### src/rtl/sim_cfg.svh
// What this block does
// - reverse limit open raises fault fourteen
// - forward limit open raises fault fifteen
// - torque caps need enable, position/speed only
// - speed select picks analog/zero or preset
// - torque select picks analog/zero or preset
// - each pin has its own function code
// - input function codes one through twenty-six
// - factory defaults for input pins one-six
// - output function codes and output defaults
// - each pin active level is configurable
// - emergency stop open raises fault thirteen
// - speed/position switch: off speed, on position
// - function code zero leaves pin unused
`ifndef SIM_CFG_SVH
`define SIM_CFG_SVH

// ****************
// register map
// ****************
`define SIM_ADDR_W 4
`define SIM_REG_DI_BASE 4'h0
`define SIM_REG_DO_BASE 4'h6
`define SIM_REG_POL 4'h9
`define SIM_REG_CTRL 4'ha
`define SIM_REG_STATUS 4'hb
`define SIM_REG_MASK 4'hc
`define SIM_REG_LEVELS 4'hd

// ****************
// input function codes
// ****************
`define SIM_FN_NONE 5'h00
`define SIM_FN_SERVO_ON 5'h01
`define SIM_FN_ALARM_RESET 5'h02
`define SIM_FN_GAIN 5'h03
`define SIM_FN_PULSE_CLEAR 5'h04
`define SIM_FN_ZERO_CLAMP 5'h05
`define SIM_FN_CMD_REV 5'h06
`define SIM_FN_PULSE_INH 5'h07
`define SIM_FN_TORQUE_CAP_EN 5'h09
`define SIM_FN_SPEED_CAP_EN 5'h0a
`define SIM_FN_GEAR 5'h0b
`define SIM_FN_SPEED_LO 5'h0e
`define SIM_FN_SPEED_HI 5'h0f
`define SIM_FN_TORQUE_LO 5'h10
`define SIM_FN_TORQUE_HI 5'h11
`define SIM_FN_SW_SP 5'h12
`define SIM_FN_SW_ST 5'h13
`define SIM_FN_SW_TP 5'h14
`define SIM_FN_ESTOP 5'h15
`define SIM_FN_REV_LIMIT 5'h16
`define SIM_FN_FWD_LIMIT 5'h17
`define SIM_FN_REV_TCAP 5'h19
`define SIM_FN_FWD_TCAP 5'h1a

// ****************
// output function codes (brake kept as printed, 80)
// ****************
`define SIM_DO_READY 7'h01
`define SIM_DO_SERVO_ON 7'h02
`define SIM_DO_ZERO_SPEED 7'h03
`define SIM_DO_SPEED_REACHED 7'h04
`define SIM_DO_POS_DONE 7'h05
`define SIM_DO_TORQUE_REACHED 7'h06
`define SIM_DO_ALARM 7'h07
`define SIM_DO_BRAKE 7'h50
`define SIM_DO_OVERLOAD 7'h09
`define SIM_DO_WARNING 7'h0a

// ****************
// fault numbers, status bits, field positions
// ****************
`define SIM_FAULT_ESTOP 8'h0d
`define SIM_FAULT_REV 8'h0e
`define SIM_FAULT_FWD 8'h0f
`define SIM_FAULT_NONE 8'h00
`define SIM_ST_ESTOP 0
`define SIM_ST_REV 1
`define SIM_ST_FWD 2
`define SIM_CTRL_TCAP_EN 0
`define SIM_CTRL_ZERO_MODE 1
`define SIM_NUM_DI 6
`define SIM_NUM_DO 3
`endif

### src/rtl/sim_pkg.sv
package sim_pkg;
    // source of a speed or torque command
    typedef enum logic [1:0]
    {
        SIM_SRC_ANALOG = 2'b00,
        SIM_SRC_PRESET1 = 2'b01,
        SIM_SRC_PRESET2 = 2'b10,
        SIM_SRC_PRESET3 = 2'b11
    } sim_src_t;
    // operating mode
    typedef enum logic [1:0]
    {
        SIM_MODE_SPEED = 2'b00,
        SIM_MODE_POSITION = 2'b01,
        SIM_MODE_TORQUE = 2'b10
    } sim_mode_t;
endpackage : sim_pkg

### src/rtl/sim_mapper.sv
`timescale 1ns/100ps
`include "sim_cfg.svh"

module sim_mapper
(
    input wire logic clk_sys_in,
    input wire logic alarm_reset_in_n_in,
    input wire logic [`SIM_ADDR_W-1:0] addr_in,
    input wire logic [31:0] wdata_in,
    input wire logic wr_in,
    input wire logic rd_in,
    output logic [31:0] rdata_out,
    input wire logic [`SIM_NUM_DI-1:0] di_pin_in,
    output logic [`SIM_NUM_DO-1:0] do_pin_out,
    input wire logic ready_in,
    input wire logic servo_active_in,
    input wire logic zero_speed_in,
    input wire logic speed_reached_in,
    input wire logic position_done_in,
    input wire logic torque_reached_in,
    input wire logic alarm_in,
    input wire logic brake_in,
    input wire logic overload_in,
    input wire logic warning_in,
    output logic servo_on_out,
    output logic alarm_reset_out,
    output logic gain_switch_out,
    output logic pulse_clear_out,
    output logic zero_clamp_out,
    output logic command_reverse_out,
    output logic pulse_inhibit_out,
    output logic torque_cap_enable_out,
    output logic speed_cap_enable_out,
    output logic gear_select_out,
    output sim_pkg::sim_src_t speed_source_out,
    output logic speed_zero_out,
    output sim_pkg::sim_src_t torque_source_out,
    output logic torque_zero_out,
    output sim_pkg::sim_mode_t mode_out,
    output logic reverse_torque_cap_out,
    output logic forward_torque_cap_out,
    output logic [7:0] fault_code_out,
    output logic irq_out
);
    import sim_pkg::*;

    // ****************
    // configuration registers
    // ****************
    logic [4:0] di_fn [`SIM_NUM_DI]; // function code per input pin
    logic [6:0] do_fn [`SIM_NUM_DO]; // function code per output pin
    logic [8:0] pol; // bit set inverts the pin, di low six
    logic [1:0] ctrl; // torque cap enable, zero-command mode
    logic [2:0] status; // sticky fault events
    logic [2:0] mask; // interrupt enables
    logic [31:0] rdata;

    // ****************
    // input synchroniser and polarity
    // ****************
    logic [`SIM_NUM_DI-1:0] sync1; // first stage, read only by sync2
    logic [`SIM_NUM_DI-1:0] sync2;
    logic [`SIM_NUM_DI-1:0] di_lvl; // after polarity correction

    // two flops guard against metastable pin levels
    always_ff @(posedge clk_sys_in or negedge alarm_reset_in_n_in)
    begin
        if (!alarm_reset_in_n_in)
        begin
            sync1 <= 6'h00;
            sync2 <= 6'h00;
        end
        else
        begin
            sync1 <= di_pin_in;
            sync2 <= sync1;
        end
    end

    assign di_lvl = sync2 ^ pol[5:0];

    // ****************
    // function decode: a function is on if any pin carrying it is on
    // ****************
    logic [31:0] fn_on; // indexed by input function code
    logic [31:0] fn_mapped; // function assigned to some pin
    logic [31:0] pin_hot [`SIM_NUM_DI];
    logic [31:0] pin_map [`SIM_NUM_DI];

    genvar gi;
    generate
        for (gi = 0; gi < `SIM_NUM_DI; gi++)
        begin : g_di
            // code zero lands on bit 0, which nothing reads
            assign pin_map[gi] = 32'h1 << di_fn[gi];
            assign pin_hot[gi] = di_lvl[gi] ? pin_map[gi] : 32'h0;
        end
    endgenerate

    // or-reduce the per-pin one-hot maps
    always_comb
    begin
        fn_on = 32'h0;
        fn_mapped = 32'h0;
        for (int i = 0; i < `SIM_NUM_DI; i++)
        begin
            fn_on = fn_on | pin_hot[i];
            fn_mapped = fn_mapped | pin_map[i];
        end
    end

    // ****************
    // decoded functions
    // ****************
    wire logic mode_sp = fn_on[`SIM_FN_SW_SP];
    wire logic mode_st = fn_on[`SIM_FN_SW_ST];
    wire logic mode_tp = fn_on[`SIM_FN_SW_TP];
    wire logic [1:0] spd_code = {fn_on[`SIM_FN_SPEED_HI], fn_on[`SIM_FN_SPEED_LO]};
    wire logic [1:0] trq_code = {fn_on[`SIM_FN_TORQUE_HI], fn_on[`SIM_FN_TORQUE_LO]};
    // normally-closed contacts: a mapped contact reading off is a fault
    wire logic estop_open = fn_mapped[`SIM_FN_ESTOP] & ~fn_on[`SIM_FN_ESTOP];
    wire logic rev_open = fn_mapped[`SIM_FN_REV_LIMIT] & ~fn_on[`SIM_FN_REV_LIMIT];
    wire logic fwd_open = fn_mapped[`SIM_FN_FWD_LIMIT] & ~fn_on[`SIM_FN_FWD_LIMIT];
    sim_mode_t next_mode;

    // mode switches; speed/position wins when several are mapped
    always_comb
    begin
        if (fn_mapped[`SIM_FN_SW_SP])
            next_mode = mode_sp ? SIM_MODE_POSITION : SIM_MODE_SPEED;
        else if (fn_mapped[`SIM_FN_SW_ST])
            next_mode = mode_st ? SIM_MODE_TORQUE : SIM_MODE_SPEED;
        else if (fn_mapped[`SIM_FN_SW_TP])
            next_mode = mode_tp ? SIM_MODE_POSITION : SIM_MODE_TORQUE;
        else
            next_mode = SIM_MODE_SPEED;
    end

    // caps only valid outside torque mode and with enable set
    wire logic tcap_ok = ctrl[`SIM_CTRL_TCAP_EN] & (next_mode != SIM_MODE_TORQUE);

    // ****************
    // decoded outputs, registered
    // ****************
    always_ff @(posedge clk_sys_in or negedge alarm_reset_in_n_in)
    begin
        if (!alarm_reset_in_n_in)
        begin
            servo_on_out <= 1'b0;
            alarm_reset_out <= 1'b0;
            gain_switch_out <= 1'b0;
            pulse_clear_out <= 1'b0;
            zero_clamp_out <= 1'b0;
            command_reverse_out <= 1'b0;
            pulse_inhibit_out <= 1'b0;
            torque_cap_enable_out <= 1'b0;
            speed_cap_enable_out <= 1'b0;
            gear_select_out <= 1'b0;
            speed_source_out <= SIM_SRC_ANALOG;
            speed_zero_out <= 1'b0;
            torque_source_out <= SIM_SRC_ANALOG;
            torque_zero_out <= 1'b0;
            mode_out <= SIM_MODE_SPEED;
            reverse_torque_cap_out <= 1'b0;
            forward_torque_cap_out <= 1'b0;
        end
        else
        begin
            servo_on_out <= fn_on[`SIM_FN_SERVO_ON];
            alarm_reset_out <= fn_on[`SIM_FN_ALARM_RESET];
            gain_switch_out <= fn_on[`SIM_FN_GAIN];
            pulse_clear_out <= fn_on[`SIM_FN_PULSE_CLEAR];
            zero_clamp_out <= fn_on[`SIM_FN_ZERO_CLAMP];
            command_reverse_out <= fn_on[`SIM_FN_CMD_REV];
            pulse_inhibit_out <= fn_on[`SIM_FN_PULSE_INH];
            torque_cap_enable_out <= fn_on[`SIM_FN_TORQUE_CAP_EN];
            speed_cap_enable_out <= fn_on[`SIM_FN_SPEED_CAP_EN];
            gear_select_out <= fn_on[`SIM_FN_GEAR];
            speed_source_out <= sim_src_t'(spd_code);
            // zero rather than analog when both off in the z variant
            speed_zero_out <= (spd_code == 2'b00) & ctrl[`SIM_CTRL_ZERO_MODE];
            torque_source_out <= sim_src_t'(trq_code);
            torque_zero_out <= (trq_code == 2'b00) & ctrl[`SIM_CTRL_ZERO_MODE];
            mode_out <= next_mode;
            reverse_torque_cap_out <= fn_on[`SIM_FN_REV_TCAP] & tcap_ok;
            forward_torque_cap_out <= fn_on[`SIM_FN_FWD_TCAP] & tcap_ok;
        end
    end

    // ****************
    // fault code: estop outranks the travel limits
    // ****************
    wire logic [7:0] next_fault = estop_open ? `SIM_FAULT_ESTOP :
                                  rev_open ? `SIM_FAULT_REV :
                                  fwd_open ? `SIM_FAULT_FWD : `SIM_FAULT_NONE;

    // level fault, held while the contact is open
    always_ff @(posedge clk_sys_in or negedge alarm_reset_in_n_in)
    begin
        if (!alarm_reset_in_n_in)
            fault_code_out <= `SIM_FAULT_NONE;
        else
            fault_code_out <= next_fault;
    end

    // ****************
    // output pin mapping
    // ****************
    logic [`SIM_NUM_DO-1:0] do_raw;
    generate
        for (gi = 0; gi < `SIM_NUM_DO; gi++)
        begin : g_do
            // code zero and unknown codes drive inactive
            always_comb
            begin
                case (do_fn[gi])
                    `SIM_DO_READY: do_raw[gi] = ready_in;
                    `SIM_DO_SERVO_ON: do_raw[gi] = servo_active_in;
                    `SIM_DO_ZERO_SPEED: do_raw[gi] = zero_speed_in;
                    `SIM_DO_SPEED_REACHED: do_raw[gi] = speed_reached_in;
                    `SIM_DO_POS_DONE: do_raw[gi] = position_done_in;
                    `SIM_DO_TORQUE_REACHED: do_raw[gi] = torque_reached_in;
                    `SIM_DO_ALARM: do_raw[gi] = alarm_in;
                    `SIM_DO_BRAKE: do_raw[gi] = brake_in;
                    `SIM_DO_OVERLOAD: do_raw[gi] = overload_in;
                    `SIM_DO_WARNING: do_raw[gi] = warning_in;
                    default: do_raw[gi] = 1'b0;
                endcase
            end
        end
    endgenerate

    // registered so the pins never glitch during a remap
    always_ff @(posedge clk_sys_in or negedge alarm_reset_in_n_in)
    begin
        if (!alarm_reset_in_n_in)
            do_pin_out <= 3'h0;
        else
            do_pin_out <= do_raw ^ pol[8:6];
    end

    // ****************
    // register bus
    // ****************
    wire logic wr_ctrl = wr_in & (addr_in == `SIM_REG_CTRL);
    wire logic wr_pol = wr_in & (addr_in == `SIM_REG_POL);
    wire logic wr_mask = wr_in & (addr_in == `SIM_REG_MASK);
    wire logic rd_status = rd_in & (addr_in == `SIM_REG_STATUS);
    wire logic [2:0] events = {fwd_open, rev_open, estop_open};

    // per-pin code registers with factory defaults
    generate
        for (gi = 0; gi < `SIM_NUM_DI; gi++)
        begin : g_dicfg
            localparam logic [4:0] DEF = (gi == 0) ? `SIM_FN_SERVO_ON :
                                         (gi == 1) ? `SIM_FN_ALARM_RESET :
                                         (gi == 2) ? `SIM_FN_PULSE_CLEAR :
                                         (gi == 3) ? `SIM_FN_REV_LIMIT :
                                         (gi == 4) ? `SIM_FN_FWD_LIMIT : `SIM_FN_ESTOP;
            wire logic hit = wr_in & (addr_in == `SIM_REG_DI_BASE + 4'(gi));
            always_ff @(posedge clk_sys_in or negedge alarm_reset_in_n_in)
            begin
                if (!alarm_reset_in_n_in)
                    di_fn[gi] <= DEF;
                else if (hit)
                    di_fn[gi] <= wdata_in[4:0];
            end
        end
        for (gi = 0; gi < `SIM_NUM_DO; gi++)
        begin : g_docfg
            localparam logic [6:0] DEF = (gi == 0) ? `SIM_DO_READY :
                                         (gi == 1) ? `SIM_DO_SERVO_ON : `SIM_DO_ZERO_SPEED;
            wire logic hit = wr_in & (addr_in == `SIM_REG_DO_BASE + 4'(gi));
            always_ff @(posedge clk_sys_in or negedge alarm_reset_in_n_in)
            begin
                if (!alarm_reset_in_n_in)
                    do_fn[gi] <= DEF;
                else if (hit)
                    do_fn[gi] <= wdata_in[6:0];
            end
        end
    endgenerate

    // control, polarity, mask, sticky status
    always_ff @(posedge clk_sys_in or negedge alarm_reset_in_n_in)
    begin
        if (!alarm_reset_in_n_in)
        begin
            ctrl <= 2'h0;
            pol <= 9'h000;
            mask <= 3'h0;
            status <= 3'h0;
        end
        else
        begin
            if (wr_ctrl)
                ctrl <= wdata_in[1:0];
            if (wr_pol)
                pol <= wdata_in[8:0];
            if (wr_mask)
                mask <= wdata_in[2:0];
            // a new event wins over the read that clears
            status <= (rd_status ? 3'h0 : status) | events;
        end
    end

    // ****************
    // read path, data in the cycle after the strobe
    // ****************
    logic [31:0] rd_mux;
    always_comb
    begin
        rd_mux = 32'h0;
        if (addr_in < `SIM_REG_DO_BASE)
            rd_mux = {27'h0, di_fn[addr_in[2:0]]};
        else if (addr_in < `SIM_REG_POL)
            rd_mux = {25'h0, do_fn[2'(addr_in - `SIM_REG_DO_BASE)]};
        else
        begin
            case (addr_in)
                `SIM_REG_POL: rd_mux = {23'h0, pol};
                `SIM_REG_CTRL: rd_mux = {30'h0, ctrl};
                `SIM_REG_STATUS: rd_mux = {29'h0, status};
                `SIM_REG_MASK: rd_mux = {29'h0, mask};
                `SIM_REG_LEVELS: rd_mux = {23'h0, do_pin_out, di_lvl};
                default: rd_mux = 32'h0;
            endcase
        end
    end

    // unread cycles drop back to zero
    always_ff @(posedge clk_sys_in or negedge alarm_reset_in_n_in)
    begin
        if (!alarm_reset_in_n_in)
            rdata <= 32'h0;
        else
            rdata <= rd_in ? rd_mux : 32'h0;
    end

    assign rdata_out = rdata;
    assign irq_out = |(status & mask);

endmodule : sim_mapper

### config.mk
export PLATFORM = sky130hd
export DESIGN_NAME = sim_mapper
export DESIGN_NICKNAME = d
export VERILOG_FILES = /design/src/rtl/sim_pkg.sv /design/src/rtl/sim_mapper.sv
export VERILOG_INCLUDE_DIRS = /design/src /design/src/rtl
export SDC_FILE = /design/constraint.sdc
export NUM_CORES = 1
export LEC_CHECK = 0
export ABC_CLOCK_PERIOD_IN_PS = 1800
export BUFFER_PORTS_ARGS = -buffer_cell sky130_fd_sc_hd__buf_2
export CORE_ASPECT_RATIO = 1.2
export CORE_UTILIZATION = 48
export DETAILED_ROUTE_END_ITERATION = 10
export MAX_ROUTING_LAYER = met4
export PLACE_DENSITY = 0.81
export SKIP_CTS_REPAIR_TIMING = 1
export SLEW_MARGIN = 10
export SYNTH_ARGS = -nofsm -noshare
export SYNTH_HDL_FRONTEND = slang
export SYNTH_SLANG_ARGS = --single-unit
### constraint.sdc
create_clock -name clk_sys_in -period 1.8 [get_ports clk_sys_in]
set_clock_uncertainty 0.05 [all_clocks]
set_input_delay 0.09 -clock clk_sys_in [delete_from_list [all_inputs] [get_ports clk_sys_in]]
set_output_delay 0.09 -clock clk_sys_in [all_outputs]
set_load 0.01 [all_outputs]
Yosys cells after proc, flatten, opt, wreduce, memory -nomap -nowiden:

Index checks and enable logic that the tools add are counted.

* register bits: 139
* input port bits: 56
* output and inout bits: 64
* word-level logic and storage cells: 163

* add/sub/neg operators: 1
* $lt $le $gt $ge: 4
* eq/ne operators: 44
* shifts and indexed selects: 6
* mux-type cells: 29
* bitwise gates (word level): 40
* reduce and logical (&&, ||, !) cells: 4

Operator list (number)
* two-way mux 27 bit: 6
* << shifter 1 x 5 -> 27 bit (first input constant): 6
* bitwise OR 27 bit: 5
* bitwise OR 24 bit: 5
* equality test 7 x 3 -> 1 bit (second input constant): 12
* one-hot mux 9 bit (5 select lines): 1
* equality test 7 x 2 -> 1 bit (second input constant): 6
* equality test 7 x 4 -> 1 bit (second input constant): 6
* two-way mux 32 bit: 1
* one-hot mux 1 bit (10 select lines): 3
* equality test 4 bit (second input constant): 6
* AND 1 bit: 21
* equality test 7 x 1 -> 1 bit (second input constant): 3
* equality test 7 bit (second input constant): 3
* two-way mux 9 bit: 2
* equality test 4 x 3 -> 1 bit (second input constant): 4
* binary-select mux 5 bit (select 3 bit): 1
* binary-select mux 7 bit (select 2 bit): 1
* two-way mux 7 bit: 2
* two-way mux 4 bit: 3
* two-way mux 2 bit: 5
* two-way mux 5 bit: 2
* equality test 4 x 2 -> 1 bit (second input constant): 2
* XOR 6 bit: 1
* 18 further kinds: 21

Depth between registers and ports, before layout:

Gate-level depths: netlist (run 1).

* word-level depth: 14
* depth in mapped cells: 7
* gate-level depth less buffers: 6

Worst setup path before layout (run 1):

No wires, ideal clock.

* path kind: register to register
* start: register di_fn[6] (netlist bit)
* end: register mode_out[0]
* library setup time: 138 ps
* arrival time: 1777 ps
* path slack: -166 ps
* stages on the path, launching flop included: 7
* path buffers: 1
* cells stage by stage: dfstp_2 buf_4 or3b_1 o22ai_1 or3_1 nor3b_1 or4_1

* longest elaborated chain between the ends: 8

Ends and longest elaborated chain
* start, declared: line sim_mapper.sv:50 `` logic [4:0] di_fn [`SIM_NUM_DI]; ``
* start signal, assigned by index: line sim_mapper.sv:266 `di_fn[gi] <= wdata_in[4:0];`
* << shifter 1 x 5 -> 27 bit (*): line sim_mapper.sv:95 `assign pin_map[gi] = 32'h1 << di_fn[gi];`
* two-way mux 27 bit: line sim_mapper.sv:96 `assign pin_hot[gi] = di_lvl[gi] ? pin_map[gi] : 32'h0;`
* bitwise OR 27 bit (2 in a row): line sim_mapper.sv:107 `fn_on = fn_on | pin_hot[i];`
* two-way mux 2 bit: line sim_mapper.sv:134 `next_mode = mode_tp ? SIM_MODE_POSITION : SIM_MODE_TORQUE;`
* two-way mux 2 bit: line sim_mapper.sv:133 `` else if (fn_mapped[`SIM_FN_SW_TP]) ``
* two-way mux 2 bit: line sim_mapper.sv:131 `` else if (fn_mapped[`SIM_FN_SW_ST]) ``
* two-way mux 2 bit (*): line sim_mapper.sv:129 `` if (fn_mapped[`SIM_FN_SW_SP]) ``
* via next_mode[0]: line sim_mapper.sv:124 `sim_mode_t next_mode;`
* end signal, assigned: line sim_mapper.sv:184 `mode_out <= next_mode;`
* end, declared: line sim_mapper.sv:39 `output sim_pkg::sim_mode_t mode_out,`

The timed path passes the listed nets; every way through them passes the cells marked *.
A chain may end at the register's enable or synchronous reset.

Worst setup path after layout (run 1):

* start: register do_fn[14] (netlist bit)
* end: register do_pin_out[0]

* longest elaborated chain between the ends: 3

Ends and longest elaborated chain
* start, declared: line sim_mapper.sv:51 `` logic [6:0] do_fn [`SIM_NUM_DO]; ``
* start signal, assigned by index: line sim_mapper.sv:279 `do_fn[gi] <= wdata_in[6:0];`
* equality test 7 x 4 -> 1 bit, or another cell as far along: line sim_mapper.sv:216 `case (do_fn[gi])`
* one-hot mux 1 bit (10 select lines) (*): line sim_mapper.sv:216
* XOR 3 bit (*): line sim_mapper.sv:239 `do_pin_out <= do_raw ^ pol[8:6];`
* end signal, assigned: line sim_mapper.sv:239
* end, declared: line sim_mapper.sv:14 `` output logic [`SIM_NUM_DO-1:0] do_pin_out, ``

Mark *: on every way between the ends. The rest lies on a longest branch, timed or not.

==> run_results.csv, run 1 <==
group,metric,value,unit
run_status,status,"complete, but fails checks",
run_status,violations,"design-rule violations, negative setup slack",
detailed_routing,antenna_left,0,
floorplan,die_w,111,microns
global_routing,grt_first_pass_wirelength,38700,microns
detailed_routing,wl_per_cell,24.5,microns
setup_path,path_cells,"mux2i_1 -> a211oi_2 -> a211oi_1 -> or3_1 -> a221oi_4 -> xor2_1",
final_layout,layout.nets,972,
detailed_routing,viasPerCell,6.21,
sta,setup_viol,17,
global_routing,use_met1,39.6,%
setup_path,cp-end-kind,"register",
sta,maxSlewHeadroom,64.0,%
power_and_ir_drop,power,12900,uW
sta,post-route-min-period,2.06,ns
floorplan,chipHeight,133,microns
sta,setup_ws,-0.263,ns
synthesis,yosys-top-cells-area,"dfrtp_1 36%, mux2_2 10%, dfstp_2 6.5%, o22ai_1 4.1%, buf_4 3.4%",
clock_tree,numCtsBuffers,17,
clock_tree,cts_sinks,115,
hold_path,hold_path_class,"input port to register",
sta,hold_viol,0,
synthesis,syn-cell-area,6890,sq um
floorplan,die_area,14800,sq um
setup_path,cp_max_fo,4,
final_layout,diodes,0,
detailed_routing,drc,13,
detailed_routing,finalWirelength,27000,microns
sta,timing.hold.ws,0.0181,ns
floorplan,rows,47,
synthesis,yosys_register_bits,115,
clock_tree,cts_tree,"done",
floorplan,start_util,49.7,%
sta,fmax,0.485,GHz
run,cap_violations,0,
setup_path,critPathArrivalTime,2.36,ns
placement,place.gp.congestion,0.994,
clock_tree,clock_path_buffers,2,
sta,grt_setup_unrepaired,"true",
synthesis,synthCells,679,
synthesis,yosysSeqAreaShare,42.1,%
power_and_ir_drop,p_leak,0.00436,uW
global_routing,antenna_found_initial,0,
sta,finalMaxSlewViolations,0,
final_layout,area_delta_synth_final,44.7,%
synthesis,synth_edf_count,0,
detailed_routing,drt_iter0_drc,550,
final_layout,drive_above_1_share,51.3,%
sta,period_share,115,%
sta,worst_slew_pin_slew,0.536,ns
synthesis,synth_cell_types,70,
clock_tree,clkTransAtPathRegs,0.06,ns
synthesis,avgSynthCellArea,10.2,sq um
global_routing,gr-usage-met3,5.00,%
detailed_routing,route.vias.total,6829,
synthesis,ys_warn_count,0,
synthesis,synth_top_area_share,35.6,%
placement,portBuffers,69,
placement,dpl.hpwl,19600,microns
clock_tree,clockRootBuffer,"clkbuf_16",
final_layout,final_util,71.9,%
setup_path,critPathKind,"register to register",
clock_tree,htreeDepth,4,
power_and_ir_drop,power_density,1290,nW/um^2
global_routing,grt_max_degree,43,
global_routing,top_usage_layer,"met2",
floorplan,core-area,13900,sq um
synthesis,synthArstFlopShare,100,%
floorplan,io_pins,120,
setup_path,slowest_stage,"dfstp_2",
clock_tree,clk_latency,0.43,ns
global_routing,grt_pass1_vias,6663,
global_routing,gr-usage-met2,61.2,%
global_routing,grt-ovfl-total,0,
setup_path,required,2.09,ns
power_and_ir_drop,max-vdd-ir-drop,1.09,mV
detailed_routing,drtPass1Iterations,9,
synthesis,synth-main-ff-cell,"dfrtp_1",
global_routing,track_usage,36.7,%
setup_path,max_stage_delay,0.58,ns
synthesis,synth_largest_area_cell,"dfrtp_1",
setup_path,cp-start-kind,"register",
synthesized netlist by cell type, drive strengths merged (2+ instances only):
library cell and instances:
and3b 2, a211oi 10, nand4 4, nor4 10, a221oi 4, o211ai 9
inv 6, mux2i 12, o32ai 7, nor3 19, xor2 3, xnor2 10
nor4b 3, buf 52, or3b 8, a32oi 2, nor2 45, o22ai 45
mux2 67, a31oi 2, dfrtp 98, and2 2, o221ai 9, nor2b 9
nand3 10, o2111ai 2, nand2 54, a22oi 5, nand3b 20, a21oi 13
dfstp 17, or3 15, clkbuf 23, nor3b 7, or4 5, o21ai 23
mux4 8, nand4b 2, nand2b 16, or2 9
metal layers:
metal | share of wire, % | up-vias
li1 | - | 2958
met1 | 35 | 3297
met2 | 50 | 406
met3 | 6.0 | 168
met4 | 8.9 | 0
met5 | 0 | -
cell usage in the layout, fill, tap and decap left out, types with 6 or more instances in the layout:
cell / synthesis / final
or3_4: 0 / 7
nor3b_1: 7 / 6
dlygate4sd3_1: 0 / 12
clkbuf_16: 0 / 17
mux2i_1: 12 / 12
buf_2: 13 / 68
conb_1: 1 / 27
nand2b_1: 14 / 10
buf_6: 5 / 18
or3b_4: 1 / 7
o22ai_1: 45 / 29
buf_4: 31 / 164
a21oi_1: 13 / 13
nand2_1: 54 / 47
dfstp_2: 17 / 17
o21ai_0: 20 / 14
or3_1: 15 / 8
nand3_1: 10 / 8
nor3_1: 18 / 10
a211oi_1: 10 / 8
dfrtp_1: 98 / 94
nor2_1: 44 / 42
o221ai_1: 9 / 6
nor2b_1: 9 / 9
o22ai_2: 0 / 12
o211ai_1: 9 / 9
mux2_2: 62 / 62
nand3b_1: 19 / 19
mux4_2: 8 / 8
final timing paths:
check | startpoint | to | slack [ns] | cells after the start
hold / removal | wdata_in[3] | di_fn[3] | 0.02 | 3
setup / recovery | do_fn[14] | do_pin_out[0] | -0.26 | 6
max in group asynchronous | alarm_reset_in_n_in | do_fn[8] | 0.88 | 3
hold reg to reg | sync1[4] | sync2[4] | 0.30 | 0
min in group asynchronous | alarm_reset_in_n_in | pulse_clear_out | 0.14 | 2
setup reg to reg | do_fn[14] | do_pin_out[0] | -0.26 | 6
kinds of logic (layout without fill, tap and decap cells):
logic type             Yosys count  count (layout)  share of synthesized area [%]
AND/OR/NAND/NOR                242             242                           19.5
AO/OA/AOI/OAI                  140             140                           14.0
flip-flops                     115             115                           42.1
multiplexers                    87              87                           15.3
buffers and inverters           81             305                           6.88
XOR/XNOR                        13              13                           2.20
other                            1              27                         0.0544
critical path, delay by kind of cell (launching register included):
| family | cells | cell delay (ns) |
|---|---|---|
| simple gates | 1 | 0.36 |
| compound gates | 3 | 0.68 |
| flops | 1 | 0.58 |
| mux | 1 | 0.11 |
| xor+xnor | 1 | 0.19 |
where the power goes:
part / internal, uW / switching, uW / leakage (uW)
Clock: 2510 / 1330 / 0.000318
Sequential: 3250 / 514 / 0.00140
Combinational: 2570 / 2710 / 0.00264
state kept, by name (all words and copies together) (netlist names), 2 cells and up:
name and flops:
ctrl 2, di_fn 30, do_fn 21, do_pin_out 3, fault_code_out 3, mask 3
mode_out 2, pol 9, rdata_out 9, speed_source_out 2, status 3, sync1 6
sync2 6, torque_source_out 2
stage by stage:
step	setup slack, ns	instance area (sq um)	instances	setup TNS (ns)
floorplan	-0.118	7020	705	-0.260
global placement	-0.270	8420	1036	-2.12
detailed placement	-0.253	8420	1036	-2.14
CTS	-0.261	9080	1068	-2.48
global route	-0.338	9980	1100	-3.19
finish	-0.263	9980	1100	-2.00
area by class of cell:
cell class              instances  area [sq um]
multi-input cells             509          4180
inverters                       6          22.5
well taps                     171           214
flip-flops and latches        115          2900
clock inverters                14           223
repair buffers                267          1990
clock buffers                  18           439
fillers                       986          3900
Note: power is estimated with default switching activity, not from simulation.
==> inputs of run 2 (changes only) <==
--- a/config.mk
+++ b/config.mk
@@ -8,9 +8,9 @@
 export LEC_CHECK = 0
 export ABC_CLOCK_PERIOD_IN_PS = 1800
 export BUFFER_PORTS_ARGS = -buffer_cell sky130_fd_sc_hd__buf_2
-export CORE_ASPECT_RATIO = 1.2
 export CORE_UTILIZATION = 48
 export DETAILED_ROUTE_END_ITERATION = 10
+export GPL_TIMING_DRIVEN = 0
 export MAX_ROUTING_LAYER = met4
 export PLACE_DENSITY = 0.81
 export SKIP_CTS_REPAIR_TIMING = 1
==> run 2 against run 1 <==
Effect of this change:
- worst hold slack gained 0.0024 ns
- combinational power is 20% lower
- global-route usage fell by 4.7 points
- cell area down 7.7%
- critical endpoint is now forward_torque_cap_out
- register-to-register slack got worse by 0.07 ns
- final cell count decreased by 5.5%
- first-iteration DRC count rose by 45%
- worst setup slack got worse by 0.066 ns
- the flow finishes with violations (negative setup slack)
- die area about the same
- highest routed layer unchanged
==> run_results.csv, run 2 (synthesis results as in run 1) <==
group,metric,value,unit
run_status,status,"complete, but fails checks",
run_status,violations,"negative setup slack",
detailed_routing,drt_iter0_drc,795,
floorplan,core-area,13900,sq um
detailed_routing,finalWirelength,23800,microns
sta,hold_viol,0,
floorplan,die_w,122,microns
global_routing,gr-usage-met2,47.1,%
placement,place.gp.congestion,1.03,
sta,post-route-min-period,2.13,ns
final_layout,stdcell_count,1039,
power_and_ir_drop,p_comb_share,36.4,%
run,cap_violations,0,
clock_tree,clk_latency,0.43,ns
global_routing,gr-usage-met3,7.02,%
final_layout,largest_registers,"di_fn (30), do_fn (21)",
final_layout,layout.nets,902,
final_layout,final_common_cell,"dfrtp_1",
hold_path,hold_path_class,"input port to asynchronous set/reset pin",
floorplan,io_pins,120,
setup_path,critPathKind,"register to register",
sta,period_share,118,%
final_layout,drive_above_1_share,43.2,%
final_layout,area_delta_synth_final,33.5,%
placement,portBuffers,66,
sta,setup_viol,24,
floorplan,start_util,49.5,%
clock_tree,cts_tree,"done",
detailed_routing,antenna_left,0,
clock_tree,cts_sinks,115,
placement,dpl.hpwl,15300,microns
setup_path,cp_max_fo,7,
sta,timing.hold.ws,0.0204,ns
setup_path,critPathArrivalTime,2.42,ns
detailed_routing,viasPerCell,6.38,
clock_tree,clkTransAtPathRegs,0.07,ns
sta,finalMaxSlewViolations,0,
placement,dpl.cell_count,952,
power_and_ir_drop,seq_power_share,34.0,%
setup_path,required,2.09,ns
global_routing,grt-ovfl-total,0,
power_and_ir_drop,p_int,7350,uW
power_and_ir_drop,p_switching,4260,uW
power_and_ir_drop,clkPwrFrac,29.6,%
detailed_routing,drc,0,
global_routing,track_usage,31.9,%
detailed_routing,wl_per_cell,22.9,microns
sta,maxSlewHeadroom,35.7,%
clock_tree,numCtsBuffers,17,
power_and_ir_drop,p_leak,0.00391,uW
power_and_ir_drop,power_density,1260,nW/um^2
final_layout,largest_reg_flops,30,
global_routing,antenna_found_initial,0,
sta,worst_slew_pin_slew,0.956,ns
global_routing,grt_first_pass_wirelength,33600,microns
power_and_ir_drop,p_sw_share,36.7,%
sta,grt_setup_unrepaired,"true",
sta,fmax,0.470,GHz
detailed_routing,drtPass1Iterations,8,
floorplan,rows,43,
clock_tree,clock_path_buffers,2,
setup_path,cp-start-kind,"register",
global_routing,use_met1,42.7,%
placement,dpl_cell_area,7610,sq um
final_layout,final_area,9200,sq um
final_layout,top_register,"di_fn",
global_routing,grt_pass1_vias,5705,
global_routing,grt_max_degree,96,
clock_tree,clockRootBuffer,"clkbuf_16",
final_layout,final_util,66.1,%
setup_path,cp-end-kind,"register",
floorplan,die_area,14800,sq um
sta,finalSetupTns,-3.65,ns
final_layout,mostFrequentLayoutCells,"93 x dfrtp_1, 74 x buf_4, 73 x buf_2, 62 x mux2_2, 49 x nand2_1",
sta,setup_ws,-0.329,ns
final_layout,diodes,0,
global_routing,top_usage_layer,"met2",
clock_tree,htreeDepth,4,
power_and_ir_drop,max-vdd-ir-drop,0.789,mV
floorplan,chipHeight,122,microns
detailed_routing,route.vias.total,6627,
## run 2: worst max-delay path, cell delays in order (launching register included)
cell,delay (ns)
dfstp_2,0.63
nand2b_1,0.14
or2_1,0.34
nor4b_2,0.31
nor4_2,0.08
buf_4,0.16
and3b_1,0.20
nor2_1,0.12
## run 2: path summary, 6_finish.rpt
check,startpoint,endpoint,slack (ns),depth (start not counted)
setup / recovery,di_fn[4],forward_torque_cap_out,-0.33,7
hold / removal,alarm_reset_in_n_in,alarm_reset_out,0.02,2
setup reg to reg,di_fn[4],forward_torque_cap_out,-0.33,7
hold reg to reg,sync1[2],sync2[2],0.30,0
max in group asynchronous,alarm_reset_in_n_in,di_fn[17],0.93,3
min in group clk_sys_in,brake_in,do_pin_out[0],0.09,4
## run 2: stage by stage
stage	total power, uW	worst slack, ns
2_1_floorplan	5890	-0.118
6_report	11600	-0.329
4_1_cts	10600	-0.655
5_1_grt	12000	-0.383
3_3_place_gp	7090	-0.695
3_5_place_dp	7120	-0.637
## run 2: area by class of cell
| type | count | area (sq um) |
|---|---|---|
| plain buffers | 64 | 444 |
| clock buffers | 19 | 453 |
| clock inverters | 13 | 146 |
| fillers | 1034 | 4730 |
| inverters | 6 | 22.5 |
| multi-input cells | 509 | 4060 |
| flip-flops and latches | 115 | 2910 |
| well taps | 180 | 225 |
| repair buffers | 133 | 946 |
## run 2: power groups by stage
stage / clock (uW) / sequential, uW / combinational, uW
5_1_grt: 3590 / 4000 / 4420
4_1_cts: 3450 / 3760 / 3350
3_5_place_dp: 0 / 3790 / 3330
2_1_floorplan: 0 / 3740 / 2160
6_report: 3440 / 3940 / 4220
3_3_place_gp: 0 / 3760 / 3320
## run 2: per-layer routing
| layer | routed length, microns | part of all wire [%] |
|---|---|---|
| met3 | 2510 | 11 |
| met4 | 1050 | 4.4 |
| met1 | 9210 | 39 |
| met2 | 11100 | 46 |
| met5 | 0 | 0 |
==> inputs of run 3 (changes only) <==
--- a/config.mk
+++ b/config.mk
@@ -6,13 +6,13 @@
 export SDC_FILE = /design/constraint.sdc
 export NUM_CORES = 1
 export LEC_CHECK = 0
-export ABC_CLOCK_PERIOD_IN_PS = 1800
+export ABC_CLOCK_PERIOD_IN_PS = 2300
 export BUFFER_PORTS_ARGS = -buffer_cell sky130_fd_sc_hd__buf_2
 export CORE_UTILIZATION = 48
 export DETAILED_ROUTE_END_ITERATION = 10
 export GPL_TIMING_DRIVEN = 0
 export MAX_ROUTING_LAYER = met4
-export PLACE_DENSITY = 0.81
+export PLACE_DENSITY = 0.78
 export SKIP_CTS_REPAIR_TIMING = 1
 export SLEW_MARGIN = 10
 export SYNTH_ARGS = -nofsm -noshare
==> constraint.sdc (replaced) <==
create_clock -name clk_sys_in -period 2.3 [get_ports clk_sys_in]
set_clock_uncertainty 0.05 [all_clocks]
set_input_delay 0.115 -clock clk_sys_in [delete_from_list [all_inputs] [get_ports clk_sys_in]]
set_output_delay 0.115 -clock clk_sys_in [all_outputs]
set_load 0.01 [all_outputs]
==> run 3 against run 2 <==
Effect of this change:
- clock power decreased by 23%
- register-to-register slack better by 0.35 ns
- global-route usage is 0.088 points higher
- maximum frequency fell by 6.4%
- combinational power shrank 34%
- via count is 5.0% lower
- highest routed layer unchanged
- sequential power shrank 24%
- first-iteration DRC count is 6.0% higher
- sequential share of layout area increased by 2.7 points
- largest cell class unchanged
- the flow now finishes without violations
==> run_results.csv, run 3 (synthesis results as in run 1) <==
group,metric,value,unit
detailed_routing,drtPass1Iterations,7,
sta,maxSlewHeadroom,35.6,%
setup_path,slowest_stage,"dfrtp_1",
setup_path,reg2reg_depth,7,
setup_path,critical_path_buf_inv_count,1,
setup_path,r2r-end,"mode_out[0]",
floorplan,start_util,49.5,%
setup_path,crit_family,"simple AND/OR/NAND/NOR gates",
setup_path,path_cells,"xnor2_4 -> or2_1 -> nor4b_1 -> nor4_2 -> buf_4 -> nor3b_1 -> or4_1",
placement,dp_worst_setup_slack,-0.315,ns
detailed_routing,drc,0,
floorplan,die_area,14800,sq um
setup_path,critPathArrivalTime,2.52,ns
run,cap_violations,0,
setup_path,max_stage_delay,0.47,ns
sta,fmax,0.439,GHz
sta,timing.hold.ws,0.136,ns
final_layout,area_delta_synth_final,22.7,%
detailed_routing,wl_per_cell,22.5,microns
power_and_ir_drop,p_leak,0.00358,uW
sta,finalMaxSlewViolations,0,
global_routing,grt_max_degree,62,
clock_tree,clk_latency,0.42,ns
final_layout,diodes,0,
setup_path,cp-start-kind,"register",
power_and_ir_drop,power_density,996,nW/um^2
floorplan,rows,43,
global_routing,track_usage,32.0,%
setup_path,cp-end-kind,"register",
setup_path,critPathKind,"register to register",
setup_path,required,2.54,ns
floorplan,die_w,122,microns
final_layout,mostFrequentLayoutCells,"98 x dfrtp_1, 76 x buf_2, 62 x mux2_2, 53 x nand2_1, 45 x o22ai_1",
global_routing,grt_first_pass_wirelength,33800,microns
detailed_routing,viasPerCell,6.29,
floorplan,core-area,13900,sq um
detailed_routing,route.vias.total,6298,
sta,setup_ws,0.0241,ns
final_layout,nFillCells,1179,
hold_path,holdPathStages,4,
setup_path,worstReg2RegStart,"sync2[5]",
final_layout,final_common_cell,"dfrtp_1",
sta,hold_viol,0,
final_layout,largest_registers,"di_fn (30), do_fn (21)",
hold_path,min_from,"brake_in",
detailed_routing,drt_iter0_drc,843,
placement,portBuffers,66,
hold_path,holdPathEnd,"do_pin_out[0]",
placement,place.gp.congestion,1.00,
sta,worst_slew_pin_slew,0.958,ns
detailed_routing,antenna_left,0,
global_routing,grt_pass1_vias,5822,
clock_tree,clockRootBuffer,"clkbuf_16",
setup_path,regToRegSetupSlack,0.02,ns
final_layout,layout.nets,865,
hold_path,hold_path_class,"input port to register",
detailed_routing,finalWirelength,22600,microns
setup_path,cp_max_fo,7,
clock_tree,cts_tree,"done",
clock_tree,clkTransAtPathRegs,0.06,ns
sta,period_share,99.0,%
clock_tree,clock_path_buffers,2,
clock_tree,numCtsBuffers,17,
final_layout,final_util,60.7,%
clock_tree,htreeDepth,4,
clock_tree,cts_sinks,115,
final_layout,drive_above_1_share,32.6,%
final_layout,top_register,"di_fn",
power_and_ir_drop,max-vdd-ir-drop,0.629,mV
run_status,status,"finished, final reports clean",
sta,post-route-min-period,2.28,ns
floorplan,io_pins,120,
sta,setup_viol,0,
global_routing,antenna_found_initial,0,
global_routing,grt-ovfl-total,0,
placement,dpl.hpwl,15800,microns
floorplan,chipHeight,122,microns
final_layout,largest_reg_flops,30,
run 3: cell types whose count changed in the layout (fill, tap and decap cells not counted), sizes merged:
cell / change
clkinvlp: +3
buf: -46
inv: -2
clkbuf: +12
clkinv: -4
run 3: worst max-delay path by stage:
stage	slack [ns]	startpoint	depth (start not counted)	end
final	0.02	sync2[5]	7	mode_out[0]
after global routing	-0.02	sync2[5]	7	mode_out[0]
after CTS	-0.34	di_fn[21]	6	fault_code_out[0]
after detailed placement	-0.31	di_fn[21]	6	fault_code_out[0]
after global placement	-0.30	di_fn[21]	6	fault_code_out[0]
after floorplan	0.33	di_fn[6]	6	mode_out[0]
run 3: power by group:
group	switching, uW	total [uW]	internal [uW]
clock	979	2660	1690
combinational	1600	2770	1170
sequential	449	2990	2540
run 3: stage by stage:
stage | setup TNS, ns | power (uW) | cell area (sq um) | cells
after CTS | -1.26 | 8220 | 8180 | 984
final | 0 | 8420 | 8450 | 1002
after global routing | -0.0188 | 8770 | 8450 | 1002
after global placement | -21.93 | 5530 | 7550 | 951
after floorplan | 0 | 4590 | 6990 | 705
after detailed placement | -1.16 | 5560 | 7580 | 952
run 3: area by class of cell:
class,count,area [sq um],area share [%]
clock buffer,22,474,5.61
multi-input combinational,509,3710,43.9
inverter,6,22.5,0.266
buffer,74,450,5.33
timing repair buffer,86,544,6.44
tap,180,225,2.66
sequential,115,2900,34.3
clock inverter,10,124,1.47
run 3: per-layer routing:
layer / routed length [microns] / global-route usage, % / up-vias
met5: 0 / - / -
met4: 981 / 14.5 / 0
li1: - / - / 2747
met1: 8980 / 41.4 / 3041
met2: 10300 / 46.9 / 414
met3: 2360 / 8.52 / 96
run 3: tightest hold or removal path, stage by stage:
cell and delay [ns]:
buf_2 0.12, nand4b_1 0.12, a221oi_2 0.08, xor2_1 0.12
